[config.mk]
export PLATFORM = sky130hd
export DESIGN_NAME = tc8_timer
export DESIGN_NICKNAME = d
export VERILOG_FILES = /design/src/core/tc8_pkg.sv /design/src/core/tc8_prescaler.sv /design/src/core/tc8_timer.sv
export SDC_FILE = /design/constraint.sdc
export NUM_CORES = 1
export LEC_CHECK = 0
export ABC_AREA = 1
export BUFFER_PORTS_ARGS = -buffer_cell sky130_fd_sc_hd__buf_2
export CORE_UTILIZATION = 40
export CTS_CLUSTER_DIAMETER = 100
export DETAILED_ROUTE_END_ITERATION = 12
export MAX_ROUTING_LAYER = met4
export SYNTH_ARGS = -nofsm -noshare
export SYNTH_HDL_FRONTEND = slang
export SYNTH_SLANG_ARGS = --single-unit
[constraint.sdc]
create_clock -name ref_clk -period 1.95 [get_ports ref_clk]
set_clock_uncertainty 0.1 [all_clocks]
set_input_delay 0.39 -clock ref_clk [delete_from_list [all_inputs] [get_ports ref_clk]]
set_output_delay 0.39 -clock ref_clk [all_outputs]
set_load 0.02 [all_outputs]
[src/core/tc8_pkg.sv]
package tc8_pkg;

    // Data and address widths
    localparam int unsigned DATA_W = 8;
    localparam int unsigned ADDR_W = 3;
    localparam int unsigned RATE_W = 3;
    localparam int unsigned HOLD_W = 2;

    // Register offsets on the plain register port
    localparam logic [ADDR_W-1:0] OFS_OPTION     = 3'h0;
    localparam logic [ADDR_W-1:0] OFS_COUNT      = 3'h1;
    localparam logic [ADDR_W-1:0] OFS_INTCTL     = 3'h2;
    localparam logic [ADDR_W-1:0] OFS_IRQ_STATUS = 3'h3;
    localparam logic [ADDR_W-1:0] OFS_IRQ_MASK   = 3'h4;

    // Field positions in timer_option_control
    localparam int unsigned OPT_RATE_LSB   = 0;
    localparam int unsigned OPT_ASSIGN_BIT = 3;
    localparam int unsigned OPT_EDGE_BIT   = 4;
    localparam int unsigned OPT_SRC_BIT    = 5;

    // Field positions in interrupt_control_flags
    localparam int unsigned INT_FLAG_BIT   = 2;
    localparam int unsigned INT_ENABLE_BIT = 5;

    // Field position in interrupt status and mask
    localparam int unsigned IRQ_OVF_BIT = 0;

    // Reset values
    localparam logic [DATA_W-1:0] OPTION_RST = 8'hff;
    localparam logic [DATA_W-1:0] INTCTL_RST = 8'h00;
    localparam logic [DATA_W-1:0] COUNT_RST  = 8'h00;
    localparam logic [DATA_W-1:0] ZERO_BYTE  = 8'h00;
    localparam logic [DATA_W-1:0] ONE_BYTE   = 8'h01;
    localparam logic [DATA_W-1:0] COUNT_TOP  = 8'hff;

    // Prescaler mask bases, timer side starts at 1:2
    localparam logic [15:0] MASK_BASE_TIMER = 16'h0002;
    localparam logic [15:0] MASK_BASE_WDT   = 16'h0001;
    localparam logic [15:0] MASK_ONE        = 16'h0001;

    // Timing
    localparam int unsigned CLK_PERIOD_NS    = 10;
    localparam int unsigned INSTR_PERIOD_NS  = 40;
    localparam int unsigned PHASES_PER_INSTR = INSTR_PERIOD_NS / CLK_PERIOD_NS;
    localparam logic [HOLD_W-1:0] WRITE_HOLD_INSTR = 2'h2;
    localparam logic [HOLD_W-1:0] HOLD_ONE         = 2'h1;
    localparam logic [HOLD_W-1:0] HOLD_NONE        = 2'h0;

    // Internal phase clocks of one instruction cycle
    typedef enum logic [1:0] {
        TC8_Q1 = 2'b00,
        TC8_Q2 = 2'b01,
        TC8_Q3 = 2'b10,
        TC8_Q4 = 2'b11
    } tc8_phase_e;

    // Register port request
    typedef struct packed {
        logic [ADDR_W-1:0] addr;
        logic [DATA_W-1:0] wdata;
        logic              wr;
        logic              rd;
    } tc8_bus_req_s;

    // Prescaler state
    typedef struct packed {
        logic [DATA_W-1:0] cnt;
    } tc8_presc_s;

    localparam tc8_presc_s PRESC_RST = '{cnt: 8'h00};

    // Timer core state
    typedef struct packed {
        tc8_phase_e        phase;
        logic              pin_s1;
        logic              pin_s2;
        logic              pin_prev;
        logic              ext_pend;
        logic [HOLD_W-1:0] hold;
        logic [DATA_W-1:0] count;
        logic [DATA_W-1:0] option;
        logic [DATA_W-1:0] intctl;
        logic [DATA_W-1:0] rdata;
    } tc8_core_s;

    localparam tc8_core_s CORE_RST = '{
        phase:    TC8_Q1,
        pin_s1:   1'b0,
        pin_s2:   1'b0,
        pin_prev: 1'b0,
        ext_pend: 1'b0,
        hold:     2'h0,
        count:    COUNT_RST,
        option:   OPTION_RST,
        intctl:   INTCTL_RST,
        rdata:    8'h00
    };

endpackage

[src/core/tc8_prescaler.sv]
`timescale 1ns/10ps
`default_nettype none

module tc8_prescaler (
    // Clock and reset
    input  wire logic                        ref_clk,
    input  wire logic                        reset_n,
    // Control
    input  wire logic                        clear,
    input  wire logic [tc8_pkg::DATA_W-1:0]  rate_mask,
    // Ticks
    input  wire logic                        tick_in,
    output logic                             tick_out
);

    tc8_pkg::tc8_presc_s s_r;
    tc8_pkg::tc8_presc_s s_nxt;

    // A tick passes when all masked low bits are ones
    assign tick_out = tick_in && !clear
                      && ((s_r.cnt & rate_mask) == rate_mask);

    always_comb
    begin
        s_nxt = s_r;
        if (clear)
        begin
            s_nxt.cnt = tc8_pkg::ZERO_BYTE;
        end
        else if (tick_in)
        begin
            s_nxt.cnt = s_r.cnt + tc8_pkg::ONE_BYTE;
        end
    end

    always_ff @(posedge ref_clk)
    begin
        if (!reset_n)
        begin
            s_r <= tc8_pkg::PRESC_RST;
        end
        else
        begin
            s_r <= s_nxt;
        end
    end

endmodule

`default_nettype wire

[src/core/tc8_timer.sv]
`timescale 1ns/10ps
`default_nettype none

module tc8_timer (
    // Clock and reset
    input  wire logic                         ref_clk,
    input  wire logic                         reset_n,
    // Register port
    input  wire tc8_pkg::tc8_bus_req_s        bus_req,
    output logic [tc8_pkg::DATA_W-1:0]        bus_rdata,
    // Count pin
    input  wire logic                         external_count_pin,
    // Core and watchdog
    input  wire logic                         sleep_mode,
    input  wire logic                         watchdog_base_tick,
    input  wire logic                         watchdog_clear_instruction,
    output logic                              watchdog_tick,
    // Interrupt
    output logic                              irq
);

    localparam int unsigned RATE_CODES = 1 << tc8_pkg::RATE_W;

    tc8_pkg::tc8_core_s s_r;
    tc8_pkg::tc8_core_s s_nxt;

    logic                              instr_tick;
    logic                              sample_slot;
    logic                              wr_option;
    logic                              wr_count;
    logic                              wr_intctl;
    logic                              wr_status;
    logic                              wr_mask;
    logic                              to_timer;
    logic                              ext_mode;
    logic                              edge_fall;
    logic                              pin_edge;
    logic                              timer_src;
    logic                              presc_in;
    logic                              presc_clear;
    logic                              presc_out;
    logic                              timer_event;
    logic                              count_step;
    logic                              count_inc;
    logic                              overflow;
    logic                              flag;
    logic                              enable;
    logic [tc8_pkg::RATE_W-1:0]        rate;
    logic [tc8_pkg::DATA_W-1:0]        presc_mask;
    logic [tc8_pkg::DATA_W-1:0]        read_mux;
    logic                              pin_rise;
    logic                              pin_fall;
    logic [tc8_pkg::DATA_W-1:0]        timer_mask [RATE_CODES];
    logic [tc8_pkg::DATA_W-1:0]        wdt_mask   [RATE_CODES];

    // Instruction cycle is the last phase of four
    assign instr_tick  = (s_r.phase == tc8_pkg::TC8_Q4);
    assign sample_slot = (s_r.phase == tc8_pkg::TC8_Q2)
                         || (s_r.phase == tc8_pkg::TC8_Q4);

    // Write decode; unmapped offsets raise no strobe at all
    always_comb
    begin
        wr_option = 1'b0;
        wr_count  = 1'b0;
        wr_intctl = 1'b0;
        wr_status = 1'b0;
        wr_mask   = 1'b0;
        if (bus_req.wr)
        begin
            case (bus_req.addr)
                tc8_pkg::OFS_OPTION:
                begin
                    wr_option = 1'b1;
                end
                tc8_pkg::OFS_COUNT:
                begin
                    wr_count = 1'b1;
                end
                tc8_pkg::OFS_INTCTL:
                begin
                    wr_intctl = 1'b1;
                end
                tc8_pkg::OFS_IRQ_STATUS:
                begin
                    wr_status = 1'b1;
                end
                tc8_pkg::OFS_IRQ_MASK:
                begin
                    wr_mask = 1'b1;
                end
                default:
                begin
                    wr_option = 1'b0;
                end
            endcase
        end
    end

    // Option fields
    assign to_timer  = !s_r.option[tc8_pkg::OPT_ASSIGN_BIT];
    assign ext_mode  = s_r.option[tc8_pkg::OPT_SRC_BIT];
    assign edge_fall = s_r.option[tc8_pkg::OPT_EDGE_BIT];
    assign rate      = s_r.option[tc8_pkg::OPT_RATE_LSB +: tc8_pkg::RATE_W];

    assign flag   = s_r.intctl[tc8_pkg::INT_FLAG_BIT];
    assign enable = s_r.intctl[tc8_pkg::INT_ENABLE_BIT];

    // Edge on the synchronised pin, chosen polarity
    assign pin_rise = !s_r.pin_prev && s_r.pin_s2;
    assign pin_fall = s_r.pin_prev && !s_r.pin_s2;
    assign pin_edge = edge_fall ? pin_fall : pin_rise;

    // Timer source before any prescaling
    assign timer_src = ext_mode ? pin_edge
                                : instr_tick;

    // Timer source frozen in sleep, watchdog keeps its own base;
    // the clear source follows the assignment as well
    always_comb
    begin
        if (to_timer)
        begin
            presc_in    = timer_src && !sleep_mode;
            presc_clear = wr_count;
        end
        else
        begin
            presc_in    = watchdog_base_tick;
            presc_clear = watchdog_clear_instruction;
        end
    end

    // Mask per rate code; the timer side sits one doubling higher,
    // which is why a 1:1 timer rate needs the prescaler moved away
    for (genvar g = 0; g < RATE_CODES; g++)
    begin : g_rate
        assign timer_mask[g] = 8'((tc8_pkg::MASK_BASE_TIMER << g)
                                  - tc8_pkg::MASK_ONE);
        assign wdt_mask[g]   = 8'((tc8_pkg::MASK_BASE_WDT << g)
                                  - tc8_pkg::MASK_ONE);
    end

    assign presc_mask = to_timer ? timer_mask[rate]
                                 : wdt_mask[rate];

    tc8_prescaler u_presc (
        .ref_clk   (ref_clk),
        .reset_n   (reset_n),
        .clear     (presc_clear),
        .rate_mask (presc_mask),
        .tick_in   (presc_in),
        .tick_out  (presc_out)
    );

    // Prescaler on watchdog bypasses it for the timer, and the
    // watchdog runs undivided while the timer holds the prescaler
    always_comb
    begin
        if (to_timer)
        begin
            timer_event   = presc_out;
            watchdog_tick = watchdog_base_tick;
        end
        else
        begin
            timer_event   = timer_src && !sleep_mode;
            watchdog_tick = presc_out;
        end
    end

    // External path only advances on a sampling phase
    assign count_step = ext_mode
                        ? (sample_slot && s_r.ext_pend)
                        : timer_event;

    assign count_inc = count_step
                       && (s_r.hold == tc8_pkg::HOLD_NONE)
                       && !sleep_mode
                       && !wr_count;

    assign overflow = count_inc && (s_r.count == tc8_pkg::COUNT_TOP);

    // Read selection, unmapped offsets read zero
    always_comb
    begin
        read_mux = tc8_pkg::ZERO_BYTE;
        case (bus_req.addr)
            tc8_pkg::OFS_OPTION:
            begin
                read_mux = s_r.option;
            end
            tc8_pkg::OFS_COUNT:
            begin
                read_mux = s_r.count;
            end
            tc8_pkg::OFS_INTCTL:
            begin
                read_mux = s_r.intctl;
            end
            tc8_pkg::OFS_IRQ_STATUS:
            begin
                read_mux[tc8_pkg::IRQ_OVF_BIT] = flag;
            end
            tc8_pkg::OFS_IRQ_MASK:
            begin
                read_mux[tc8_pkg::IRQ_OVF_BIT] = enable;
            end
            default:
            begin
                read_mux = tc8_pkg::ZERO_BYTE;
            end
        endcase
    end

    always_comb
    begin
        s_nxt = s_r;

        // Phase sequencer
        unique case (s_r.phase)
            tc8_pkg::TC8_Q1:
            begin
                s_nxt.phase = tc8_pkg::TC8_Q2;
            end
            tc8_pkg::TC8_Q2:
            begin
                s_nxt.phase = tc8_pkg::TC8_Q3;
            end
            tc8_pkg::TC8_Q3:
            begin
                s_nxt.phase = tc8_pkg::TC8_Q4;
            end
            tc8_pkg::TC8_Q4:
            begin
                s_nxt.phase = tc8_pkg::TC8_Q1;
            end
        endcase

        // Pin synchroniser, only the second stage is looked at
        s_nxt.pin_s1   = external_count_pin;
        s_nxt.pin_s2   = s_r.pin_s1;
        s_nxt.pin_prev = s_r.pin_s2;

        // Pending external event waits for a sampling phase
        if (wr_count || !ext_mode)
        begin
            s_nxt.ext_pend = 1'b0;
        end
        else if (timer_event)
        begin
            s_nxt.ext_pend = 1'b1;
        end
        else if (sample_slot)
        begin
            s_nxt.ext_pend = 1'b0;
        end

        // Increment inhibit after a count write
        if (wr_count)
        begin
            s_nxt.hold = tc8_pkg::WRITE_HOLD_INSTR;
        end
        else if (instr_tick && (s_r.hold != tc8_pkg::HOLD_NONE))
        begin
            s_nxt.hold = s_r.hold - tc8_pkg::HOLD_ONE;
        end

        // Count register, software write beats an increment
        if (wr_count)
        begin
            s_nxt.count = bus_req.wdata;
        end
        else if (count_inc)
        begin
            s_nxt.count = s_r.count + tc8_pkg::ONE_BYTE;
        end

        if (wr_option)
        begin
            s_nxt.option = bus_req.wdata;
        end

        // Control flags; other bits are held for neighbouring logic
        if (wr_intctl)
        begin
            s_nxt.intctl = bus_req.wdata;
        end
        if (wr_mask)
        begin
            s_nxt.intctl[tc8_pkg::INT_ENABLE_BIT] =
                bus_req.wdata[tc8_pkg::IRQ_OVF_BIT];
        end
        if (wr_status && bus_req.wdata[tc8_pkg::IRQ_OVF_BIT])
        begin
            s_nxt.intctl[tc8_pkg::INT_FLAG_BIT] = 1'b0;
        end
        // Wrap sets the flag last so it wins over any clear
        if (overflow)
        begin
            s_nxt.intctl[tc8_pkg::INT_FLAG_BIT] = 1'b1;
        end

        // Read data valid only in the cycle after the strobe
        s_nxt.rdata = bus_req.rd ? read_mux : tc8_pkg::ZERO_BYTE;
    end

    always_ff @(posedge ref_clk)
    begin
        if (!reset_n)
        begin
            s_r <= tc8_pkg::CORE_RST;
        end
        else
        begin
            s_r <= s_nxt;
        end
    end

    assign bus_rdata = s_r.rdata;

    // Global gating is left to the interrupt controller outside
    assign irq = flag && enable;

endmodule

`default_nettype wire

==> results of run 1 <==
[placed cells by master (no fill, tap or decap), drive strengths merged]
cell,instances
ha,7
xnor2,1
nand4,5
dfxtp,48
o21ai,28
clkbuf,6
clkinv,2
a21oi,26
inv,57
bufinv,1
o22ai,5
or2,2
nand3,19
nand2,78
xor2,6
a311oi,1
o211ai,8
a21boi,1
buf,37
nor2,31
o221ai,5
nor3,6
[how the worst max path moves through the flow]
| stage | startpoint | cells after the start | end |
|---|---|---|---|
| after CTS | u_presc.s_r[4]$_SDFFE_PP0P_ | 7 | watchdog_tick |
| after global placement | bus_req[10] | 9 | watchdog_tick |
| after detailed placement | bus_req[12] | 13 | s_r[31]$_SDFFE_PN0P_ |
| final | u_presc.s_r[1]$_SDFFE_PP0P_ | 9 | watchdog_tick |
| after floorplan | u_presc.s_r[0]$_SDFFE_PP0P_ | 8 | watchdog_tick |
| after global routing | s_r[19]$_SDFFE_PN1P_ | 7 | watchdog_tick |
[sequential cells by signal, indices dropped and copies added (netlist names)]
signal       flops
enable           1
u_presc.s_r      8
rate             3
ext_mode         1
bus_rdata        8
s_r             23
edge_fall        1
flag             1
s_nxt            2
[per-stage QoR]
step	setup TNS (ns)	total power [mW]	hold slack, ns	instance area [um^2]
after global routing	-0.0567	2.09	0.168	2810
after detailed placement	0	1.29	0.312	2650
after CTS	0	2.02	0.162	2780
after floorplan	0	1.21	0.290	2450
after global placement	0	1.29	0.296	2650
final	0	1.99	0.167	2810
[cell families after synthesis]
family / Yosys count / share of synthesized area [%]
buf+inv: 73 / 12.6
flops: 48 / 39.3
xor+xnor: 7 / 2.51
compound gates: 74 / 17.4
simple gates: 141 / 24.7
fa+ha+maj: 7 / 3.58
[metal layers]
layer | track usage (%) | up-vias | routed length [um]
li1 | - | 1190 | -
met1 | 28.0 | 1042 | 2850
met2 | 28.4 | 48 | 2530
met3 | 3.18 | 6 | 299
met4 | 6.61 | 0 | 71
met5 | - | - | 0
[what timing repair did]
| action | CTS | global route |
|---|---|---|
| setup buffers | 1 | 0 |
| cloned | 0 | 0 |
| resized for setup | 10 | 13 |
| pin swaps | 0 | 0 |
| setup endpoints to repair | 1 | 3 |
[worst max-delay path, delay by kind of cell, from the launching register on]
kind            cells  cell delay, ns
compound gates      1            0.15
buf+inv             2            0.20
flops               1            0.37
simple gates        6            0.40
[power groups by stage]
stage	Combinational, mW	Clock [mW]	Sequential, mW
finish	0.227	0.726	1.04
global route	0.263	0.782	1.05
CTS	0.226	0.747	1.04
detailed placement	0.222	0	1.06
global placement	0.223	0	1.06
floorplan	0.155	0	1.06
[final cells by class]
cell class	count	area, um^2	share of cell area (%)
clock inverters	2	35.0	1.25
inverters	58	220	7.85
flip-flops and latches	48	977	34.8
clock buffers	6	72.6	2.59
multi-input cells	229	1200	42.7
well taps	75	93.8	3.34
repair buffers	37	210	7.49
==> impl_table.tex, run 1 <==
\begin{tabular}{lr}
\hline
Metric & Value \\
\hline
\multicolumn{2}{l}{\textbf{Finish}} \\
Fillers & 622 \\
Final instance count without filler cells & 455 \\
Core Util, Final & 47.4\% \\
Share of final-layout standard cells stronger than drive strength 1 & between 10\% and 20\% \\
Diode count & 0 \\
\# nets final & 405 \\
Area growth syn-to-layout & 14.7\% \\
\multicolumn{2}{l}{\textbf{STA}} \\
Worst-case headroom to the max-slew limit & 69.8\% \\
Slew at the pin closest to its max-slew limit & 0.453 ns \\
Number of endpoints with negative hold slack in the final report & 0 \\
Highest attainable clock frequency & 0.525 GHz \\
Final critical-path share of the clock period & 97.6\% \\
Setup repair after global routing missed its margin & true \\
Final setup viols & 0 \\
Number of pins exceeding their max-slew limit in the final report & 0 \\
Fin crit period & $\sim$1.9 ns \\
Final setup slack of the worst path & 0.0464 ns \\
\multicolumn{2}{l}{\textbf{Worst hold path}} \\
Kind of path behind the tightest hold check & input port to flip-flop \\
Worst Hold Depth & 3 \\
Hold Startpoint & external\_count\_pin \\
Hold-critical path endpoint & s\_nxt[36]\$\_SDFF\_PN0\_ \\
\multicolumn{2}{l}{\textbf{Floorplan}} \\
Area enclosed by the die boundary & 6430 um\^{}2 \\
Horizontal extent of the die & 80.2 um \\
Io pins & 29 \\
Die Ht & 80.2 um \\
Number of core rows & 28 \\
Area of the core region & roughly 5900 um\^{}2 \\
Effective utilization at floorplan & 41.3\% \\
\multicolumn{2}{l}{\textbf{Pwr}} \\
Sw Pwr & 0.511 mW \\
Power Dens Cells & 710 nW/um\^{}2 \\
Fraction of power spent switching nets & between 20 and 30\% \\
Max IR drop VDD & between 300 and 400 uV \\
Combinational Power Share & between 10\% and 20\% \\
Leakage power summed over all cells & 1.26 nW \\
Reg power frac & a little over half \\
Internal power & $\sim$1.5 mW \\
Clk network pwr share & $\sim$37\% \\
\multicolumn{2}{l}{\textbf{Synth}} \\
Cell type with the highest aggregate area in the netlist & dfxtp\_1 \\
Top FF cell, synth & dfxtp\_1 \\
Cell with the most instances after synthesis & nand2\_1 \\
Number of synthesized register bits & between 40 and 50 \\
Commonest cells in the synthesized netlist & nand2\_1, inv\_1, dfxtp\_1 \\
Part of the Yosys area used for sequential elements & 39.3\% \\
Post-Syn Nets & 376 \\
Library cells used by synthesis & 27 \\
Total number of yosys warnings & 0 \\
Post-synthesis async set-or-reset flop share & 0\% \\
Post-synth EDFFs & 0 \\
Number of standard cells after synthesis & 350 \\
Netlist Area Pre-Place & 2450 um\^{}2 \\
Top area cells in the synthesized netlist & dfxtp\_1, nand2\_1, inv\_1 \\
Average size of a mapped cell & 6.99 um\^{}2 \\
Area share of the largest cell type after synthesis & slightly below 40\% \\
\multicolumn{2}{l}{\textbf{Clock network}} \\
Clock tree from TritonCTS & done \\
Clock insertion delay at the later pin of the skew report & 0.30 ns \\
CTS HTree Levels & 2 \\
Clk root buf & clkbuf\_8 \\
\# clock sinks & 48 \\
Hold-fix buffers at CTS & 0 \\
Post-CTS clock slew at the launch and capture registers of the worst setup and hold paths & 0.09 ns \\
Num CTS Buffers & 5 \\
Clk buf depth & 2 \\
\multicolumn{2}{l}{\textbf{Run status}} \\
Result of the run & finished, final reports clean \\
\multicolumn{2}{l}{\textbf{Critical path}} \\
Nature of the critical path endpoint & primary output \\
Arr. time, crit path & between 1 and 1.5 ns \\
Stage delay of the slowest cell on the critical path & 0.37 ns \\
Capture instance of the worst register-to-register path & s\_r[25]\$\_SDFFE\_PN0P\_ \\
Startpoint types & flip-flop \\
Reg-to-reg critical path startpoint & s\_r[38]\$\_SDFF\_PN0\_ \\
CP Cell Sequence & nand2\_2, clkinv\_1, nor2\_1, nor2\_1, nand3\_1, nor2\_1, nand2\_1, a21boi\_1, buf\_4 \\
Setup slack on the worst flop-to-flop path & 0.23 ns \\
CP Class & flip-flop to primary output \\
CP max FO & 4 \\
Length in cells of the worst reg-to-reg path & 8 \\
Required time reported for the critical path endpoint & 1.46 ns \\
Most numerous cell on the critical path & nor2\_1 \\
Slowest cell on crit path & dfxtp\_2 \\
\multicolumn{2}{l}{\textbf{Global route}} \\
Wire length of the first global-routing pass & 9460 um \\
Vias in the first global route & just under 2000 \\
GR Overflow Total & 0 \\
Gr usage total & 19.8\% \\
Pin count of the biggest net entering global routing & 20 \\
Number of antenna violations at the first check in global routing & 0 \\
\multicolumn{2}{l}{\textbf{Drt}} \\
Total via count in the routed design & 2286 \\
DRT Pass-1 Iters & 4 \\
Wire per inst & 12.6 um \\
Remaining design rule violation count & 0 \\
DR vias/cell & 5.02 \\
Antenna Nets Post-Route & 0 \\
Final wirelength & 5750 um \\
Starting DRT DRC Count & 144 \\
\multicolumn{2}{l}{\textbf{Placed design}} \\
Instance count after placement with tap cells included & 446 \\
Worst setup timing slack at the placement stage & 0.114 ns \\
Post-DP HPWL & 4300 um \\
Final GP Congestion & 0.833 \\
Count of input and output buffers & 28 \\
\multicolumn{2}{l}{\textbf{Flow run}} \\
\# Max-Cap Violations & 0 \\
\hline
\end{tabular}
(Power assumes the default switching activity.)
==> run 2, diff against run 1 <==
==> constraint.sdc (replaced) <==
create_clock -name ref_clk -period 1.74 [get_ports ref_clk]
set_clock_uncertainty 0.1 [all_clocks]
set_input_delay 0.348 -clock ref_clk [delete_from_list [all_inputs] [get_ports ref_clk]]
set_output_delay 0.348 -clock ref_clk [all_outputs]
set_load 0.02 [all_outputs]
==> impl_table.tex, run 2 (synthesized netlist as in run 1, its figures left out) <==
\begin{tabular}{lr}
\hline
Metric & Value \\
\hline
\multicolumn{2}{l}{\textbf{Critical path}} \\
CP Cell Sequence & buf\_4, nand2\_1, nand2\_1, nor2\_1, nand2\_1, a21boi\_2, buf\_6 \\
Arr. time, crit path & 1.45 ns (+0.04 ns) \\
Length in cells of the worst reg-to-reg path & 9 (+1) \\
Stage delay of the slowest cell on the critical path & 0.35 ns (-0.02 ns) \\
Nature of the critical path endpoint & primary output \\
CP Class & flip-flop to primary output \\
Slowest cell on crit path & dfxtp\_1 \\
Capture instance of the worst register-to-register path & s\_r[31]\$\_SDFFE\_PN0P\_ \\
Most numerous cell on the critical path & nand2\_1 \\
Required time reported for the critical path endpoint & 1.29 ns (-0.17 ns) \\
Setup slack on the worst flop-to-flop path & -0.01 ns (-0.24 ns) \\
CP max FO & 4 (unchanged) \\
Reg-to-reg critical path startpoint & s\_r[38]\$\_SDFF\_PN0\_ \\
Critical Path Source & s\_r[19]\$\_SDFFE\_PN1P\_ \\
Startpoint types & flip-flop \\
Termination of the worst setup path & watchdog\_tick \\
\multicolumn{2}{l}{\textbf{Finish}} \\
Fillers & 603 (-3.1\%) \\
Core Util, Final & 51.4\% (+4.0 points) \\
Share of final-layout standard cells stronger than drive strength 1 & 24.9\% (+7.3 points) \\
Area growth syn-to-layout & 24.3\% \\
Combined area of the multi-input logic cells & 1250 um\^{}2 (+4.7\%) \\
Final instance count without filler cells & 476 (+4.6\%) \\
Summed area of non-filler cells in the final layout & 3040 um\^{}2 (+8.4\%) \\
Leading cell type in the layout, fill and taps excluded & nand2\_1 \\
Diode count & 0 (unchanged) \\
\# nets final & 426 (+5.2\%) \\
Commonest cells after routing, fill and taps aside & nand2\_1, inv\_1, dfxtp\_1, buf\_4, buf\_2 \\
Max FFs per register & 23 (unchanged) \\
Register with the most flip-flops & s\_r \\
Register Area & 975 um\^{}2 (-0.26\%) \\
\multicolumn{2}{l}{\textbf{Global route}} \\
Number of antenna violations at the first check in global routing & 0 (unchanged) \\
Vias in the first global route & 2161 (+9.8\%) \\
GR Overflow Total & 0 (unchanged) \\
Gr usage total & 20.8\% (+1.1 points) \\
Wire length of the first global-routing pass & 10200 um (+7.4\%) \\
Pin count of the biggest net entering global routing & 20 (unchanged) \\
\multicolumn{2}{l}{\textbf{Floorplan}} \\
Area of the core region & 5920 um\^{}2 (unchanged) \\
Effective utilization at floorplan & 41.3\% (unchanged) \\
Io pins & 29 (unchanged) \\
Number of core rows & 28 (unchanged) \\
Die Ht & 80.2 um (unchanged) \\
Horizontal extent of the die & 80.2 um (unchanged) \\
Area enclosed by the die boundary & 6430 um\^{}2 (unchanged) \\
\multicolumn{2}{l}{\textbf{STA}} \\
Final setup slack of the worst path & -0.153 ns (-0.200 ns) \\
Final setup viols & 9 (+9) \\
Worst hold margin & 0.121 ns (-0.0468 ns) \\
Setup repair after global routing missed its margin & true \\
Number of endpoints with negative hold slack in the final report & 0 (unchanged) \\
Number of pins exceeding their max-slew limit in the final report & 0 (unchanged) \\
Highest attainable clock frequency & 0.528 GHz \\
Slew at the pin closest to its max-slew limit & 0.452 ns (-0.0000428 ns) \\
Worst-case headroom to the max-slew limit & 69.8\% (about the same) \\
Fin crit period & 1.89 ns \\
Final critical-path share of the clock period & 109\% \\
TNS Setup & -0.197 ns (-0.197 ns) \\
\multicolumn{2}{l}{\textbf{Drt}} \\
Antenna Nets Post-Route & 0 (unchanged) \\
DRT Pass-1 Iters & 4 (unchanged) \\
Wire per inst & 12.8 um (+1.0\%) \\
Starting DRT DRC Count & 250 (+74\%) \\
Final wirelength & 6080 um (+5.7\%) \\
DR vias/cell & 4.93 (-1.8\%) \\
Total via count in the routed design & 2348 (+2.7\%) \\
Remaining design rule violation count & 0 (unchanged) \\
\multicolumn{2}{l}{\textbf{Clock network}} \\
CTS HTree Levels & 2 (unchanged) \\
Clk root buf & clkbuf\_8 \\
Hold-fix buffers at CTS & 0 (unchanged) \\
Post-CTS clock slew at the launch and capture registers of the worst setup and hold paths & 0.10 ns (about the same) \\
Clock tree from TritonCTS & done \\
Clk buf depth & 2 (unchanged) \\
Clock insertion delay at the later pin of the skew report & 0.31 ns (about the same) \\
Num CTS Buffers & 5 (unchanged) \\
\# clock sinks & 48 (unchanged) \\
\multicolumn{2}{l}{\textbf{Placed design}} \\
Instance area at placement & 2790 um\^{}2 (+5.1\%) \\
Post-DP HPWL & 4490 um (+4.4\%) \\
Instance count after placement with tap cells included & 464 (+4.0\%) \\
Count of input and output buffers & 28 (unchanged) \\
Final GP Congestion & 0.852 (+2.2\%) \\
\multicolumn{2}{l}{\textbf{Pwr}} \\
Internal power & 1.79 mW (+21\%) \\
Reg power frac & 49.0\% (-3.2 points) \\
Clk network pwr share & 37.9\% (+1.4 points) \\
Max IR drop VDD & 350 uV (about the same) \\
Leakage power summed over all cells & 1.39 nW (+10\%) \\
Combinational Power Share & 13.1\% (+1.7 points) \\
Fraction of power spent switching nets & 25.5\% (-0.16 points) \\
Sw Pwr & 0.611 mW (+20\%) \\
Power Dens Cells & 789 nW/um\^{}2 (+11\%) \\
\multicolumn{2}{l}{\textbf{Run status}} \\
Result of the run & complete, but fails checks \\
Failing checks & negative setup slack \\
\multicolumn{2}{l}{\textbf{Flow run}} \\
\# Max-Cap Violations & 0 (unchanged) \\
\multicolumn{2}{l}{\textbf{Worst hold path}} \\
Kind of path behind the tightest hold check & input port to flip-flop \\
\hline
\end{tabular}
==> run 2: stage by stage <==
| step | setup WS (ns) | power [mW] |
|---|---|---|
| final | -0.153 | 2.40 |
| after global routing | -0.277 | 2.51 |
| after CTS | -0.162 | 2.38 |
| after detailed placement | -0.0473 | 1.47 |
| after global placement | -0.0163 | 1.47 |
| after floorplan | 0.0209 | 1.36 |
==> run 2: power groups by stage <==
stage          Combinational [mW]  Sequential (mW)  Clock [mW]
2_1_floorplan               0.173             1.19           0
6_report                    0.314             1.18       0.909
5_1_grt                     0.359             1.18       0.967
3_5_place_dp                0.287             1.19           0
3_3_place_gp                0.281             1.19           0
4_1_cts                     0.293             1.16       0.922
==> run 2: worst min path at each step <==
stage                     cells after the start              endpoint            startpoint  slack (ns)
after floorplan                               2  s_nxt[35]$_SDFF_PN0_  s_nxt[36]$_SDFF_PN0_        0.29
after global placement                        2  s_nxt[35]$_SDFF_PN0_  s_nxt[36]$_SDFF_PN0_        0.30
after detailed placement                      2  s_nxt[35]$_SDFF_PN0_  s_nxt[36]$_SDFF_PN0_        0.31
after CTS                                     3  s_nxt[36]$_SDFF_PN0_    external_count_pin        0.12
after global routing                          3  s_nxt[36]$_SDFF_PN0_    external_count_pin        0.12
final                                         3  s_nxt[36]$_SDFF_PN0_    external_count_pin        0.12
==> run 2: cell type report <==
type / count / share of cell area [%]
Clock buffer: 7 / 3.17
Clock inverter: 1 / 0.987
Inverter: 58 / 7.16
Multi-Input combinational cell: 229 / 41.2
Sequential cell: 48 / 32.0
Tap cell: 75 / 3.09
Timing Repair Buffer: 58 / 12.3
==> run 2: what timing repair did <==
| item | CTS | global route |
|---|---|---|
| endpoints found under the setup margin | 12 | 16 |
| pin swaps | 0 | 9 |
| gates resized for setup | 12 | 29 |
| buffers inserted | 1 | 3 |
==> run 2: critical path, delay by kind of cell (launching register included) <==
family | cells | cell delay (ns)
DFF | 1 | 0.35
buffers and inverters | 2 | 0.31
and+or+nand+nor | 4 | 0.30
AOI/OAI and AO/OA | 1 | 0.18
==> run 2: layer usage <==
layer	GRT usage, %	routed length (um)
met5	-	0
met4	5.36	59
met3	3.52	254
met2	32.1	2670
met1	28.3	3100
==> run 3, diff against run 2 <==
--- a/config.mk
+++ b/config.mk
@@ -5,12 +5,12 @@
 export SDC_FILE = /design/constraint.sdc
 export NUM_CORES = 1
 export LEC_CHECK = 0
-export ABC_AREA = 1
 export BUFFER_PORTS_ARGS = -buffer_cell sky130_fd_sc_hd__buf_2
 export CORE_UTILIZATION = 40
 export CTS_CLUSTER_DIAMETER = 100
 export DETAILED_ROUTE_END_ITERATION = 12
 export MAX_ROUTING_LAYER = met4
+export PLACE_DENSITY_LB_ADDON = 0.2
 export SYNTH_ARGS = -nofsm -noshare
 export SYNTH_HDL_FRONTEND = slang
 export SYNTH_SLANG_ARGS = --single-unit
==> impl_table.tex, run 3 <==
\begin{tabular}{lr}
\hline
Metric & Value \\
\hline
\multicolumn{2}{l}{\textbf{Drt}} \\
DR vias/cell & 5.04 (+2.2\%) \\
Total via count in the routed design & 2152 (-8.3\%) \\
DRT Pass-1 Iters & 4 (unchanged) \\
Starting DRT DRC Count & 119 (-52\%) \\
Remaining design rule violation count & 0 (unchanged) \\
Antenna Nets Post-Route & 0 (unchanged) \\
Wire per inst & 13.6 um (+6.2\%) \\
Final wirelength & 5790 um (-4.7\%) \\
\multicolumn{2}{l}{\textbf{Floorplan}} \\
Die Ht & 79.8 um (-0.52\%) \\
Effective utilization at floorplan & 42.6\% (+1.3 points) \\
Number of core rows & 27 (-3.6\%) \\
Horizontal extent of the die & 79.8 um (-0.52\%) \\
Area of the core region & 5680 um\^{}2 (-4.1\%) \\
Area enclosed by the die boundary & 6360 um\^{}2 (-1.0\%) \\
Io pins & 29 (unchanged) \\
\multicolumn{2}{l}{\textbf{Critical path}} \\
Termination of the worst setup path & s\_r[25]\$\_SDFFE\_PN0P\_ \\
Startpoint types & flip-flop \\
CP Cell Sequence & or3b\_1, a31o\_1, a2111o\_1, nor4\_4, buf\_4, buf\_6, nor2\_4, mux2i\_1, a21oi\_1 \\
CP max FO & 3 (-1) \\
Reg-to-reg critical path startpoint & edge\_fall\$\_SDFFE\_PN1P\_ \\
CP Class & flip-flop to flip-flop \\
Critical Path Source & edge\_fall\$\_SDFFE\_PN1P\_ \\
Nature of the critical path endpoint & flip-flop \\
Arr. time, crit path & 2.38 ns (+0.93 ns) \\
Slowest cell on crit path & or3b\_1 \\
Length in cells of the worst reg-to-reg path & 9 (unchanged) \\
Required time reported for the critical path endpoint & 1.88 ns (+0.59 ns) \\
Stage delay of the slowest cell on the critical path & 0.36 ns (about the same) \\
Capture instance of the worst register-to-register path & s\_r[25]\$\_SDFFE\_PN0P\_ \\
Setup slack on the worst flop-to-flop path & -0.50 ns (-0.49 ns) \\
\multicolumn{2}{l}{\textbf{Synth}} \\
Total number of yosys warnings & 0 (unchanged) \\
Library cells used by synthesis & 45 (+67\%) \\
Cell type with the highest aggregate area in the netlist & dfxtp\_1 \\
Commonest cells in the synthesized netlist & dfxtp\_1, nor2\_1, nand2\_1 \\
Post-synthesis async set-or-reset flop share & 0\% (unchanged) \\
Area share of the largest cell type after synthesis & 39.7\% (+0.43 points) \\
Number of standard cells after synthesis & 285 (-19\%) \\
Top FF cell, synth & dfxtp\_1 \\
Number of synthesized register bits & 48 (unchanged) \\
Cell with the most instances after synthesis & dfxtp\_1 \\
Post-synth EDFFs & 0 (unchanged) \\
Part of the Yosys area used for sequential elements & 39.7\% (+0.43 points) \\
Post-Syn Nets & 311 (-17\%) \\
Netlist Area Pre-Place & 2420 um\^{}2 (-1.1\%) \\
Top area cells in the synthesized netlist & dfxtp\_1, mux2i\_1, nor2\_1 \\
Average size of a mapped cell & 8.49 um\^{}2 (+21\%) \\
\multicolumn{2}{l}{\textbf{Run status}} \\
Failing checks & negative setup slack \\
Result of the run & complete, but fails checks \\
\multicolumn{2}{l}{\textbf{Pwr}} \\
Power Dens Cells & 750 nW/um\^{}2 (-5.0\%) \\
Leakage power summed over all cells & 1.39 nW (about the same) \\
Max IR drop VDD & 363 uV (+3.8\%) \\
\multicolumn{2}{l}{\textbf{Clock network}} \\
Clk buf depth & 2 (unchanged) \\
CTS HTree Levels & 2 (unchanged) \\
Clk root buf & clkbuf\_8 \\
Clock tree from TritonCTS & done \\
Clock insertion delay at the later pin of the skew report & 0.31 ns (about the same) \\
Post-CTS clock slew at the launch and capture registers of the worst setup and hold paths & 0.09 ns (about the same) \\
Num CTS Buffers & 5 (unchanged) \\
\# clock sinks & 48 (unchanged) \\
Hold-fix buffers at CTS & 0 (unchanged) \\
\multicolumn{2}{l}{\textbf{STA}} \\
Setup repair after global routing missed its margin & true \\
Number of endpoints with negative hold slack in the final report & 0 (unchanged) \\
Worst-case headroom to the max-slew limit & 73.9\% (+4.1 points) \\
Final setup slack of the worst path & -0.502 ns (-0.349 ns) \\
Fin crit period & 2.24 ns (+0.349 ns) \\
Highest attainable clock frequency & 0.446 GHz (-16\%) \\
Worst hold margin & 0.146 ns (+0.0255 ns) \\
Final critical-path share of the clock period & 129\% (+20 points) \\
Slew at the pin closest to its max-slew limit & 0.387 ns (-0.0659 ns) \\
Final setup viols & 18 (+9) \\
TNS Setup & -6.81 ns (-6.62 ns) \\
Number of pins exceeding their max-slew limit in the final report & 0 (unchanged) \\
\multicolumn{2}{l}{\textbf{Flow run}} \\
\# Max-Cap Violations & 0 (unchanged) \\
\multicolumn{2}{l}{\textbf{Finish}} \\
Share of final-layout standard cells stronger than drive strength 1 & 32.4\% (+7.5 points) \\
Commonest cells after routing, fill and taps aside & buf\_4, dfxtp\_1, nand2\_1, nor2\_1, buf\_2 \\
Leading cell type in the layout, fill and taps excluded & buf\_4 \\
Final instance count without filler cells & 427 (-10\%) \\
Area growth syn-to-layout & 30.9\% \\
Register with the most flip-flops & s\_r \\
Max FFs per register & 23 (unchanged) \\
Diode count & 0 (unchanged) \\
\# nets final & 380 (-11\%) \\
\multicolumn{2}{l}{\textbf{Global route}} \\
GR Overflow Total & 0 (unchanged) \\
Wire length of the first global-routing pass & 9250 um (-9.0\%) \\
Number of antenna violations at the first check in global routing & 0 (unchanged) \\
Vias in the first global route & 2027 (-6.2\%) \\
Gr usage total & 19.3\% (-1.6 points) \\
Pin count of the biggest net entering global routing & 23 (+15\%) \\
\multicolumn{2}{l}{\textbf{Worst hold path}} \\
Kind of path behind the tightest hold check & input port to flip-flop \\
\multicolumn{2}{l}{\textbf{Placed design}} \\
Final GP Congestion & 0.843 (-1.0\%) \\
Post-DP HPWL & 4060 um (-9.6\%) \\
Instance count after placement with tap cells included & 410 (-12\%) \\
Count of input and output buffers & 28 (unchanged) \\
Worst setup timing slack at the placement stage & -0.653 ns (-0.605 ns) \\
\hline
\end{tabular}
[run 3: cell count changes after synthesis, moves of 7 or more]
cell,delta
mux2i_1,+16
nand2_1,-47
o21ai_0,-7
inv_1,-46
nor2b_1,+10
a21oi_1,-10
nand3_1,-8
clkbuf_1,+9
[run 3: cell type report]
cell class	count	area (um^2)
Tap cell	72	90.1
Sequential cell	48	970
Clock inverter	3	46.3
Fill cell	548	2510
Inverter	9	33.8
Timing Repair Buffer	84	572
Multi-Input combinational cell	206	1390
Clock buffer	5	68.8
[run 3: stage by stage]
| step | cell area [um^2] | total power, mW | util [%] |
|---|---|---|---|
| global route | 3170 | 2.48 | 55.8 |
| floorplan | 2430 | 1.38 | - |
| global placement | 2910 | 1.52 | 51.3 |
| CTS | 3090 | 2.38 | 54.4 |
| detailed placement | 2910 | 1.53 | 51.3 |
| finish | 3170 | 2.37 | 55.8 |
[run 3: cell families after synthesis]
kind of cell | synth area share (%)
AOI/OAI and AO/OA | 15.8
xor gates and xnor gates | 4.71
muxes | 7.08
adders and majority gates | 3.62
buffers and inverters | 6.10
and+or+nand+nor | 23.0
DFF | 39.7
[run 3: where the power goes]
| part | internal, mW | switching [mW] | total (mW) |
|---|---|---|---|
| Sequential | 1.14 | 0.0329 | 1.18 |
| Combinational | 0.175 | 0.170 | 0.346 |
| Clock | 0.434 | 0.419 | 0.852 |
[run 3: per-layer routing]
metal / GRT usage [%] / up-vias / wire length (um)
li1: - / 1114 / -
met1: 24.4 / 1002 / 2730
met2: 30.2 / 25 / 2800
met3: 4.23 / 11 / 149
met4: 7.14 / 0 / 110
met5: - / - / 0
[run 3: worst max-delay path: cells and delay by family, from the launching register on]
family,cells,cell delay (ns)
compound gates,3,0.72
simple gates,3,0.62
flops,1,0.33
buf+inv,2,0.30
mux,1,0.11
[run 3: how the worst min path moves through the flow]
stage,to,depth (start not counted),from
finish,s_nxt[36]$_SDFF_PN0_,2,external_count_pin
detailed placement,s_nxt[35]$_SDFF_PN0_,1,s_nxt[36]$_SDFF_PN0_
CTS,s_nxt[36]$_SDFF_PN0_,2,external_count_pin
global placement,s_nxt[35]$_SDFF_PN0_,1,s_nxt[36]$_SDFF_PN0_
floorplan,s_nxt[35]$_SDFF_PN0_,1,s_nxt[36]$_SDFF_PN0_
global route,s_nxt[36]$_SDFF_PN0_,2,external_count_pin
[run 3: timing repair]
action,in CTS,in global routing
setup endpoints to repair,19,19
resized for setup,12,12
cloned,0,0
buffers inserted,4,6
pin swaps,15,9
